--- config.mk ---
export PLATFORM = sky130hd
export DESIGN_NAME = fcae_engine
export DESIGN_NICKNAME = d
export VERILOG_FILES = /design/src/logic/fcae_pkg.sv /design/src/logic/fcae_engine.sv /design/src/logic/fcae_store.sv
export SDC_FILE = /design/constraint.sdc
export NUM_CORES = 2
export LEC_CHECK = 0
export BUFFER_PORTS_ARGS = -buffer_cell sky130_fd_sc_hd__buf_2
export CELL_PAD_IN_SITES_DETAIL_PLACEMENT = 0
export CELL_PAD_IN_SITES_GLOBAL_PLACEMENT = 1
export CORE_AREA = 2 2 442 444
export DETAILED_ROUTE_END_ITERATION = 8
export DIE_AREA = 0 0 444 446
export PLACE_DENSITY_LB_ADDON = 0.1
export SKIP_CTS_REPAIR_TIMING = 1
export SYNTH_ARGS = -nofsm -noshare
export SYNTH_HDL_FRONTEND = slang
export SYNTH_SLANG_ARGS = --single-unit
--- constraint.sdc ---
create_clock -name clk -period 8.2 [get_ports clk]
set_input_delay 0.82 -clock clk [delete_from_list [all_inputs] [get_ports clk]]
set_output_delay 0.82 -clock clk [all_outputs]
set_load 0.005 [all_outputs]
--- src/logic/fcae_pkg.sv ---
package fcae_pkg;

	// avalon byte address width; register index sits in bits 9:2
	localparam int          BUS_AW        = 10;
	localparam int          BUS_DW        = 32;

	// register indices, byte address is four times the index
	localparam logic [7:0]  IDX_CMD_EN    = 8'h51;
	localparam logic [7:0]  IDX_ADDR      = 8'h52;
	localparam logic [7:0]  IDX_DATA      = 8'h53;
	localparam logic [7:0]  IDX_CTRL      = 8'h54;
	localparam logic [7:0]  IDX_RUN       = 8'h56;
	localparam logic [7:0]  IDX_RES       = 8'h58;
	localparam logic [7:0]  IDX_USE       = 8'hDF;
	localparam logic [7:0]  IDX_IRQ_ST    = 8'h60;
	localparam logic [7:0]  IDX_IRQ_MSK   = 8'h61;

	// reset values
	localparam logic [7:0]  RST_BYTE      = 8'h00;
	localparam logic [31:0] RST_WORD      = 32'h0000_0000;

	// command enable and control fields
	localparam int          CMD_EN_BIT    = 0;
	localparam int          CTRL_WR       = 0;
	localparam int          CTRL_RD       = 1;
	localparam int          CTRL_SEAL     = 3;

	// run status fields
	localparam int          RUN_USED      = 0;
	localparam int          RUN_SEALED    = 1;
	localparam int          RUN_VERIFIED  = 2;

	// result status fields
	localparam int          RES_WR_OK     = 0;
	localparam int          RES_DENIED    = 1;
	localparam int          RES_RDY       = 2;
	localparam int          RES_DONE      = 3;
	localparam int          RES_SEAL_OK   = 4;
	localparam int          RES_CKSUM     = 5;

	// interrupt event bits
	localparam int          EV_WR         = 0;
	localparam int          EV_RD         = 1;
	localparam int          EV_SEAL       = 2;
	localparam int          EV_CHK        = 3;
	localparam int          EV_N          = 4;

	// programming time
	localparam int          CLK_PERIOD_NS = 50;
	localparam int          PROG_TIME_NS  = 1000;
	localparam int          PROG_CYCLES   =
		(PROG_TIME_NS + CLK_PERIOD_NS - 1) / CLK_PERIOD_NS;
	localparam logic [7:0]  PROG_LAST     = 8'(PROG_CYCLES - 1);

	// checksum over locations 0..254, reference byte in the last one
	localparam logic [7:0]  CRC_POLY      = 8'h07;
	localparam logic [7:0]  CRC_INIT      = 8'h00;
	localparam logic [8:0]  CHK_END       = 9'h100;

	typedef enum logic [2:0] {
		ST_CHK,
		ST_IDLE,
		ST_WR_RD,
		ST_WR_MERGE,
		ST_WR_PROG,
		ST_RD_WAIT,
		ST_RD_TAKE
	} fcae_state_e;

endpackage

--- src/logic/fcae_engine.sv ---
// Design decision made here: the Avalon-MM slave port.
`timescale 1ns/1ps
// Functional notes
// - fuse commands are taken only while the command enable bit is one.
// - 8-bit address holder, reset zero, selects fuse location for read/write.
// - 8-bit data holder, supplies write byte and receives fetched byte.
// - writing control bit 0 starts programming; cleared when write completes.
// - writing control bit 1 starts a fetch; cleared once data is held.
// - writing control bit 3 seals the fuse space; cleared when done.
// - run status bit 0 shows fuse space used.
// - run status bit 1 shows fuse space sealed.
// - run status bit 2 shows the status check has been performed.
// - result bit 0 shows last programming succeeded.
// - result bit 1 set when a programming request was refused.
// - result bit 4 shows seal operation succeeded.
// - result bit 5 shows checksum test of fuse contents passed.
// - an all-zero use-select register bypasses stored configuration.
module fcae_engine
	import fcae_pkg::*;
(
	// clock and reset
	input  wire logic              clk,
	input  wire logic              rstn,
	// avalon-mm slave
	input  wire logic [BUS_AW-1:0] avs_address,
	input  wire logic              avs_read,
	input  wire logic              avs_write,
	input  wire logic [BUS_DW-1:0] avs_writedata,
	output logic      [BUS_DW-1:0] avs_readdata,
	output logic                   avs_waitrequest,
	// interrupt
	output logic                   irq,
	// configuration select
	output logic                   cfg_use_store
);

	function automatic logic hit(input logic [BUS_AW-1:0] a,
		input logic [7:0] idx);
		hit = (a[BUS_AW-1:2] == idx) && (a[1:0] == 2'b00);
	endfunction

	function automatic logic [7:0] crc8(input logic [7:0] c,
		input logic [7:0] d);
		logic [7:0] v;
		v = c ^ d;
		for (int i = 0; i < 8; i++)
			v = v[7] ? ((v << 1) ^ CRC_POLY) : (v << 1);
		crc8 = v;
	endfunction

	fcae_state_e       state_r;
	fcae_state_e       state_nxt;
	logic        [7:0] cmd_en_r;
	logic        [7:0] addr_r;
	logic        [7:0] data_r;
	logic        [7:0] ctrl_r;
	logic        [7:0] use_r;
	logic        [7:0] merge_r;
	logic        [7:0] cnt_r;
	logic        [8:0] chk_cnt_r;
	logic        [7:0] crc_r;
	logic              used_r;
	logic              sealed_r;
	logic              verified_r;
	logic              wr_ok_r;
	logic              denied_r;
	logic              done_r;
	logic              seal_ok_r;
	logic              cksum_r;
	logic [EV_N-1:0]   irq_st_r;
	logic [EV_N-1:0]   irq_msk_r;
	logic              wait_r;

	// bus decode
	wire        req     = avs_read | avs_write;
	wire        acc     = req & ~wait_r;
	wire        acc_w   = acc & avs_write;
	wire        acc_r   = acc & avs_read;
	wire  [7:0] wbyte   = avs_writedata[7:0];
	wire        w_en    = acc_w & hit(avs_address, IDX_CMD_EN);
	wire        w_addr  = acc_w & hit(avs_address, IDX_ADDR);
	wire        w_data  = acc_w & hit(avs_address, IDX_DATA);
	wire        w_ctrl  = acc_w & hit(avs_address, IDX_CTRL);
	wire        w_use   = acc_w & hit(avs_address, IDX_USE);
	wire        w_msk   = acc_w & hit(avs_address, IDX_IRQ_MSK);
	wire        r_irq   = acc_r & hit(avs_address, IDX_IRQ_ST);

	// command acceptance
	wire        idle    = (state_r == ST_IDLE) && (ctrl_r == RST_BYTE);
	wire        enabled = cmd_en_r[CMD_EN_BIT];
	wire  [7:0] cmd_mask = (8'h01 << CTRL_WR) | (8'h01 << CTRL_RD)
		| (8'h01 << CTRL_SEAL);
	wire  [7:0] cmd_bits = wbyte & cmd_mask;
	wire        take_cmd = w_ctrl & enabled & idle & (cmd_bits != RST_BYTE);
	wire        refuse   = w_ctrl & wbyte[CTRL_WR] & ~(enabled & idle);

	// fuse store wiring
	wire  [7:0] st_rdata;
	wire        chk_run  = (state_r == ST_CHK);
	wire  [7:0] st_raddr = chk_run ? chk_cnt_r[7:0] : addr_r;
	wire        st_we    = (state_r == ST_WR_MERGE);
	wire  [7:0] st_wdata = st_rdata | data_r;
	wire        chk_last = chk_run && (chk_cnt_r == CHK_END);
	wire        chk_take = chk_run && (chk_cnt_r != 9'h000);

	// engine steps
	wire        go_wr    = (state_r == ST_IDLE) & ctrl_r[CTRL_WR];
	wire        go_rd    = (state_r == ST_IDLE) & ~ctrl_r[CTRL_WR]
		& ctrl_r[CTRL_RD];
	wire        go_seal  = (state_r == ST_IDLE) & ~ctrl_r[CTRL_WR]
		& ~ctrl_r[CTRL_RD] & ctrl_r[CTRL_SEAL];
	wire        wr_deny  = go_wr & sealed_r;
	wire        wr_fin   = (state_r == ST_WR_PROG) && (cnt_r == PROG_LAST);
	wire        rd_fin   = (state_r == ST_RD_TAKE);
	wire        op_fin   = wr_fin | wr_deny | rd_fin | go_seal;

	// interrupt events, set beats read clear
	wire [EV_N-1:0] ev = {chk_last, go_seal, rd_fin, wr_fin | wr_deny};
	// clear only what the read returned; an event on the capture edge stays
	wire [EV_N-1:0] irq_clr = r_irq ? avs_readdata[EV_N-1:0] : {EV_N{1'b0}};
	wire [EV_N-1:0] irq_st_nxt = (irq_st_r & ~irq_clr) | ev;

	// status words
	wire  [7:0] run_word = {5'h00, verified_r, sealed_r, used_r};
	wire  [7:0] res_word = {2'b00, cksum_r, seal_ok_r, done_r,
		idle & ~chk_run, denied_r, wr_ok_r};

	wire  [7:0] rd_mux =
		hit(avs_address, IDX_CMD_EN)  ? cmd_en_r :
		hit(avs_address, IDX_ADDR)    ? addr_r :
		hit(avs_address, IDX_DATA)    ? data_r :
		hit(avs_address, IDX_CTRL)    ? ctrl_r :
		hit(avs_address, IDX_RUN)     ? run_word :
		hit(avs_address, IDX_RES)     ? res_word :
		hit(avs_address, IDX_USE)     ? use_r :
		hit(avs_address, IDX_IRQ_ST)  ? {4'h0, irq_st_r} :
		hit(avs_address, IDX_IRQ_MSK) ? {4'h0, irq_msk_r} : RST_BYTE;

	always_comb
	begin
		state_nxt = state_r;
		case (state_r)
			ST_CHK:      state_nxt = chk_last ? ST_IDLE : ST_CHK;
			ST_IDLE:
			begin
				if (go_wr & ~sealed_r)
					state_nxt = ST_WR_RD;
				else if (go_rd)
					state_nxt = ST_RD_WAIT;
			end
			ST_WR_RD:    state_nxt = ST_WR_MERGE;
			ST_WR_MERGE: state_nxt = ST_WR_PROG;
			ST_WR_PROG:  state_nxt = wr_fin ? ST_IDLE : ST_WR_PROG;
			ST_RD_WAIT:  state_nxt = ST_RD_TAKE;
			ST_RD_TAKE:  state_nxt = ST_IDLE;
			default:     state_nxt = ST_IDLE;
		endcase
	end

	fcae_store u_store (
		.clk   (clk),
		.we    (st_we),
		.waddr (addr_r),
		.wdata (st_wdata),
		.raddr (st_raddr),
		.rdata (st_rdata)
	);

	assign avs_waitrequest = wait_r;

	// one wait state per access so read data come from a register
	always_ff @(posedge clk or negedge rstn)
	begin
		if (!rstn)
		begin
			wait_r       <= 1'b1;
			avs_readdata <= RST_WORD;
		end
		else
		begin
			wait_r <= ~(req & wait_r);
			if (req & wait_r)
				avs_readdata <= {24'h000000, rd_mux};
		end
	end

	always_ff @(posedge clk or negedge rstn)
	begin
		if (!rstn)
		begin
			cmd_en_r  <= RST_BYTE;
			addr_r    <= RST_BYTE;
			use_r     <= RST_BYTE;
			irq_msk_r <= '0;
		end
		else
		begin
			if (w_en)
				cmd_en_r <= {7'h00, wbyte[CMD_EN_BIT]};
			if (w_addr)
				addr_r <= wbyte;
			if (w_use)
				use_r <= wbyte;
			if (w_msk)
				irq_msk_r <= wbyte[EV_N-1:0];
		end
	end

	always_ff @(posedge clk or negedge rstn)
	begin
		if (!rstn)
			data_r <= RST_BYTE;
		else if (rd_fin)
			data_r <= st_rdata;
		else if (w_data)
			data_r <= wbyte;
	end

	// command bits, set by software, cleared by the engine on completion
	always_ff @(posedge clk or negedge rstn)
	begin
		if (!rstn)
			ctrl_r <= RST_BYTE;
		else if (take_cmd)
			ctrl_r <= cmd_bits;
		else if (wr_fin | wr_deny)
			ctrl_r[CTRL_WR] <= 1'b0;
		else if (rd_fin)
			ctrl_r[CTRL_RD] <= 1'b0;
		else if (go_seal)
			ctrl_r[CTRL_SEAL] <= 1'b0;
	end

	always_ff @(posedge clk or negedge rstn)
	begin
		if (!rstn)
		begin
			state_r <= ST_CHK;
			cnt_r   <= RST_BYTE;
			merge_r <= RST_BYTE;
		end
		else
		begin
			state_r <= state_nxt;
			cnt_r   <= (state_r == ST_WR_PROG) ? cnt_r + 8'h01 : RST_BYTE;
			if (st_we)
				merge_r <= st_wdata;
		end
	end

	// power-up walk of the whole store; the last location is the reference
	always_ff @(posedge clk or negedge rstn)
	begin
		if (!rstn)
		begin
			chk_cnt_r  <= 9'h000;
			crc_r      <= CRC_INIT;
			verified_r <= 1'b0;
			cksum_r    <= 1'b0;
			used_r     <= 1'b0;
		end
		else
		begin
			if (chk_run)
				chk_cnt_r <= chk_cnt_r + 9'h001;
			if (chk_take & ~chk_last)
				crc_r <= crc8(crc_r, st_rdata);
			if (chk_last)
			begin
				verified_r <= 1'b1;
				cksum_r    <= (crc_r == st_rdata);
			end
			if ((chk_take & (st_rdata != RST_BYTE)) | st_we)
				used_r <= 1'b1;
		end
	end

	// results; sealing lives in a flop here, lost with power
	always_ff @(posedge clk or negedge rstn)
	begin
		if (!rstn)
		begin
			sealed_r  <= 1'b0;
			seal_ok_r <= 1'b0;
			wr_ok_r   <= 1'b0;
			denied_r  <= 1'b0;
			done_r    <= 1'b0;
		end
		else
		begin
			if (go_seal)
			begin
				sealed_r  <= 1'b1;
				seal_ok_r <= 1'b1;
			end
			if (take_cmd & cmd_bits[CTRL_WR])
				denied_r <= 1'b0;
			if (refuse | wr_deny)
				denied_r <= 1'b1;
			if (wr_deny)
				wr_ok_r <= 1'b0;
			else if (wr_fin)
				wr_ok_r <= (merge_r == data_r);
			if (take_cmd)
				done_r <= 1'b0;
			else if (op_fin)
				done_r <= 1'b1;
		end
	end

	always_ff @(posedge clk or negedge rstn)
	begin
		if (!rstn)
		begin
			irq_st_r      <= '0;
			irq           <= 1'b0;
			cfg_use_store <= 1'b0;
		end
		else
		begin
			irq_st_r      <= irq_st_nxt;
			irq           <= |(irq_st_nxt & irq_msk_r);
			cfg_use_store <= (use_r != RST_BYTE);
		end
	end
endmodule

--- src/logic/fcae_store.sv ---
`timescale 1ns/1ps
module fcae_store
	import fcae_pkg::*;
(
	// clock
	input  wire logic       clk,
	// write port
	input  wire logic       we,
	input  wire logic [7:0] waddr,
	input  wire logic [7:0] wdata,
	// read port, data one cycle after address
	input  wire logic [7:0] raddr,
	output logic      [7:0] rdata
);

	logic [7:0] mem [0:255];

	// blank fuses read as zero
	initial
	begin
		for (int i = 0; i < 256; i++)
			mem[i] = RST_BYTE;
	end

	always_ff @(posedge clk)
	begin
		if (we)
			mem[waddr] <= wdata;
		rdata <= mem[raddr];
	end

endmodule

# After elaboration in Yosys (flattened, before gate mapping)
# Memories as Yosys holds them, arrays and structs flattened. A register that Yosys moved wholly into a read port is not among the register bits.
# Index checks and enable logic that the tools add are counted.
# W data, S select, Z words.
[totals] latch_bits=0 wordCells=179 rom_bits=0 output_inout_bits=35 ram_bits=2048 input_bits=46 register_bits=90 memories=1
[classes] n_mul=0 n_div=0 add_sub_neg=2 n_shift=0 reduce_logical=30 mux=43 eq_ne=22 n_lt_le_gt_ge=0 n_bitwise=56
[memory_table] memory="u_store.mem" depth=256 word_bits=8 read_ports=1 rd_clocked_by_memory_dff=1 wr=1 line_no="fcae_store.sv:16" rtl="logic [7:0] mem [0:255];"
[ops] operator="$mux W8" count=11
[ops] operator="$eq A8 B7 Y1 const B" count=8
[ops] operator="$mux W3" count=11
[ops] operator="$and A1 B1 Y1" count=28
[ops] operator="$not A3 Y3" count=8
[ops] operator="$reduce_bool A8 Y1" count=3
[ops] operator="$pmux W3 S6" count=1
[ops] operator="$eq A8 B8 Y1" count=2
[ops] operator="$mux W1" count=16
[ops] operator="$reduce_bool A2 Y1" count=7
[ops] operator="$logic_and A1 B1 Y1" count=13
[ops] operator="$mux W4" count=3
[ops] operator="$add A9 B1 Y9 const B" count=1
[ops] operator="$eq A3 B3 Y1 const B" count=3
[ops] operator="$eq A9 B9 Y1 const B" count=1
[ops] operator="$reduce_bool A9 Y1" count=1
[ops] operator="$add A8 B1 Y8 const B" count=1
[ops] operator="$and A4 B4 Y4" count=2
[ops] operator="$eq A8 B5 Y1 const B" count=1
[ops] operator="$eq A8 B8 Y1 const B" count=1
[ops] operator="$logic_not A8 Y1" count=1
[ops] operator="$not A1 Y1" count=8
[ops] operator="$or A8 B8 Y8" count=1
[ops] operator="$xor A8 B8 Y8" count=1
[ops] operator="other kinds (13)" count=20

# Depth between registers and ports, before layout
[logic_depth] word_depth=17 mapped_depth=15 ltp_nobuf=9

# Hierarchy
# Synthesis repeated with hierarchy kept, for this count alone.
[unflattened] cells_unflattened=4220 hier_area_um2=84551.1
[by_module_without_submodules] mod="fcae_store" area_each_um2=79556.3 seq_area_each_um2=61659.1 cells_per_inst=3733 n_inst=1
[by_module_without_submodules] mod="fcae_engine" area_each_um2=4994.8 seq_area_each_um2=2253.4 cells_per_inst=487 n_inst=1

# Worst setup path after synthesis
# OpenSTA, ideal clock, no wires.
[synth_timing] path_type="register -> register" startpoint="reg state_r[0]" endpoint="reg u_store.rdata[3], read port of u_store.mem" required_ns=8.066 setup_ns=0.134 path_slack_ns=5.034 path_buffers=2 path_stages_with_launch=11 period_less_slack_ns=3.166 arrival_ns=3.032 cell_sequence="dfrtp_1 buf_4 or4b_1 buf_2 nand2_2 mux4_2 and4_1 a41o_1 nor4_1 o21ai_0 or4b_1"
[synth_via] elab_chain_cells=2
[synth_lines] item="from (decl)" line_no="fcae_engine.sv:51" rtl="fcae_state_e state_r;"
[synth_lines] item="from (signal assigned)" line_no="fcae_engine.sv:244" rtl="state_r <= state_nxt;"
[synth_lines] item="$logic_not A3 Y1" line_no="fcae_engine.sv:99" rtl="wire chk_run = (state_r == ST_CHK);"
[synth_lines] item="$mux W8" line_no="fcae_engine.sv:100" rtl="wire [7:0] st_raddr = chk_run ? chk_cnt_r[7:0] : addr_r;"
[synth_lines] item="to (decl)" line_no="fcae_store.sv:13" rtl="output logic [7:0] rdata"
# No other way between the ends.
# A chain may end at the register's enable or synchronous reset.

# Worst setup path after layout
[layout_timing] startpoint="reg state_r[2]" endpoint="reg u_store.rdata[3], read port of u_store.mem"
# Same word-level chain as after synthesis.

==> summary.md <==
| Metric | Value |
|---|---|
| Relative slew slack | 7.947% |
| Status | complete, no violations |
| Post-Synthesis Cells | 6192 |
| Die Ht | 446 um |
| Type of origin of the critical path | flip-flop |
| Syn Area/Cell | 13.94 um^2 |
| Min-delay worst type | in2reg |
| Static Leak | 25.23 nW |
| Fin crit share | 72.28% |
| Top cell type's share of synthesized area | 71.23% |
| Max-cap viol count | 0 |
| Fillers | 16598 |
| Max Fanout on Critical Path | 36 |
| Initial antenna violation count | 14 |
| Vias in the first global route | 51978 |
| Logic pwr share | 0.2% |
| Synth top area cells | edfxtp_1, nand2_1, dfrtp_1, nand3_1, mux2i_1 |
| Internal Dissipation | 17.42 mW |
| Vias per Instance | 6.209 |
| Final wirelength | 305.4 mm |
| Share of cells above drive strength 1 | 10.46% |
| Post-synth EDFFs | 2048 |
| Drt pass-1 iters | 6 |
| Post-synth ARST share | 4.194% |
| RR Startpoint | state_r[2]$_DFFE_PN0P_ |
| Max IR drop VDD | 216.7 uV |
| DRC viols | 0 |
| Psw | 4.310 mW |
| Switch share | 19.84% |
| Post-synth cell types | 81 |
| Final Hold Fails | 0 |
| Peak Freq | 0.1687 GHz |
| Boundary Pins | 81 |
| Full die area | 198000 um^2 |
| Setup violators final | 0 |
| Global route total overflow | 0 |
| CTS buffer count | 224 |
| Nets | 6283 |
| Setup repair after global routing missed its margin | false |
| Count leader, synth | edfxtp_1 |
| Hold Path Depth | 2 |
| Clock Latency Late Sink | 890 ps |
| Post-Route Skew | 46.29 ps |
| Post-layout util | 49.96% |
| Crit path DAT | 6690 ps |
| R2R setup slack | 2270 ps |
| Sequential share of the synthesized area | 74.03% |
| Port Buffers | 32 |
| Antenna-violating nets left | 0 |
| Crit path required time | 8970 ps |
| Post-Syn Area | 86330 um^2 |
| Hold worst-path end | addr_r[6]$_DFFE_PN0P_ |
| Main flop type after synthesis | edfxtp_1 |
| Core area | 193600 um^2 |
| Worst R2R End | u_store.rdata[3]$_DFF_P_ |
| HP Start | avs_writedata[6] |
| Starting Density | 44.60% |
| Worst-Margin Slew | 1377 ps |
| Clock Tree Root | clkbuf_16 |
| Worst R2R Path Depth | 10 |
| H-tree levels | 4 |
| WL per Instance | 34.07 um |
| Synth warn | 0 |
| Pin count of the biggest net entering global routing | 180 |
| DP HPWL | 189.1 mm |
| Post-synth top area cell | edfxtp_1 |
| Via Count | 55665 |
| Part of the power in registers | 54.4% |
| Starting DRC count in detailed routing | 7795 |
| First-pass GRT wire length | 420.6 mm |
| Pwr Total | 21.73 mW |
| Synth cell count leaders | edfxtp_1, nand2_1, nand3_1, nor2_1, a21oi_1 |
| CTS Buffer Depth | 3 |
| Overall Global Routing Usage | 30.48% |
| Crit. End Element | flip-flop |
| P&R area growth vs syn | 12.02% |
| Die Wd | 444 um |
| Yosys reg bits | 2146 |
| CTS tree | yes |
| Setup CP Type | reg2reg |
| Clock Power Share | 45.4% |
| Max Slew Vio Count | 0 |
| Setup TNS | 0 ps |
| Clock net sink count | 2146 |
| Rows | 162 |
| Final GP Congestion | 0.9016 |
| Clock transition at path regs | 60 ps |
| Min Tclk post-route | 5927 ps |
| P per Cell Area | 224.7 nW/um^2 |
## registers in the layout (all words and copies together) (netlist names), 3 cells and up
signal / count
addr_r: 8
avs_readdata: 8
chk_cnt_r: 9
cnt_r: 8
crc_r: 8
ctrl_r: 3
data_r: 8
irq_msk_r: 4
irq_st_r: 4
merge_r: 8
state_r: 3
u_store.mem: 2048
u_store.rdata: 8
use_r: 8
## worst max-delay path, stage by stage (launching register included)
cell     delay [ps]
dfrtp_1         740
buf_4           340
or4b_4          660
nand2_4         570
nor2_1         1190
buf_4           330
o21ai_0         120
nand4_1         310
o21ai_0         190
nor4_1          790
or4b_1          500
## per-layer routing
metal  vias to the layer above  share of wire, %  track usage [%]
met3                       500               9.3            6.574
met1                     28881                42            43.21
met4                         6               4.1            11.73
met5                         -             0.010                0
met2                      2772                45            46.13
li1                      23506                 -                -
## power groups by stage
stage	Sequential, mW	Combinational (mW)	Clock [mW]
after detailed placement	12.1	0.0458	0
after CTS	11.8	0.0460	9.96
after global routing	11.8	0.0511	10.4
after global placement	12.1	0.0460	0
after floorplan	12.1	0.0264	0
final	11.8	0.0460	9.86
## worst max path at each step
stage,from,endpoint,slack (ps),cells past startpoint
2_1_floorplan,state_r[0]$_DFFE_PN0P_,u_store.rdata[3]$_DFF_P_,5030,10
3_3_place_gp,state_r[2]$_DFFE_PN0P_,u_store.rdata[3]$_DFF_P_,2460,10
3_5_place_dp,state_r[2]$_DFFE_PN0P_,u_store.rdata[3]$_DFF_P_,2430,10
4_1_cts,state_r[2]$_DFFE_PN0P_,u_store.rdata[3]$_DFF_P_,2420,10
5_1_grt,state_r[2]$_DFFE_PN0P_,u_store.rdata[3]$_DFF_P_,2340,10
6_report,state_r[2]$_DFFE_PN0P_,u_store.rdata[3]$_DFF_P_,2270,10
## layout by cell type, fill, tap and decap left out, types with 64 or more instances in the layout
cell / count
edfxtp_1: 2048
nand2_1: 1346
nand3_1: 392
nor2_1: 315
clkbuf_16: 228
a21oi_1: 210
buf_4: 175
a31oi_1: 137
mux2i_1: 129
and3_1: 128
a211oi_1: 121
nand4_1: 101
dfrtp_1: 89
clkbuf_1: 71
a32oi_1: 64
a22oi_1: 64
## stage by stage
stage / std cells / instance area (um^2) / hold slack, ps / setup slack [ps]
after CTS: 8954 / 96670 / -102.9 / 2418
after global placement: 8546 / 89700 / 454.1 / 2459
after detailed placement: 8546 / 89700 / 454.1 / 2427
after floorplan: 6215 / 86420 / 435.0 / 5034
after global routing: 8956 / 96690 / 221.2 / 2338
final: 8965 / 96710 / 220.7 / 2273
## cell type report
| cell class | instances | area [um^2] | area share (%) |
|---|---|---|---|
| clock buffer | 299 | 5972 | 6.175 |
| antenna | 10 | 25.02 | 0.02588 |
| inverter | 9 | 33.78 | 0.03493 |
| sequential | 2146 | 63910 | 66.09 |
| timing repair buffer | 221 | 1759 | 1.819 |
| multi-input combinational | 3629 | 20830 | 21.54 |
| clock inverter | 109 | 993.5 | 1.027 |
| tap | 2542 | 3181 | 3.289 |
## cell families after synthesis
family | count (synthesis) | share of synthesized area, %
simple gates | 2442 | 12.43
xor+xnor | 46 | 0.4667
buf+inv | 440 | 2.387
other cells | 1 | 0.004344
fa+ha+maj | 6 | 0.08695
mux | 238 | 3.661
flops | 2146 | 74.03
compound gates | 873 | 6.938
(Power assumes the default switching activity.)
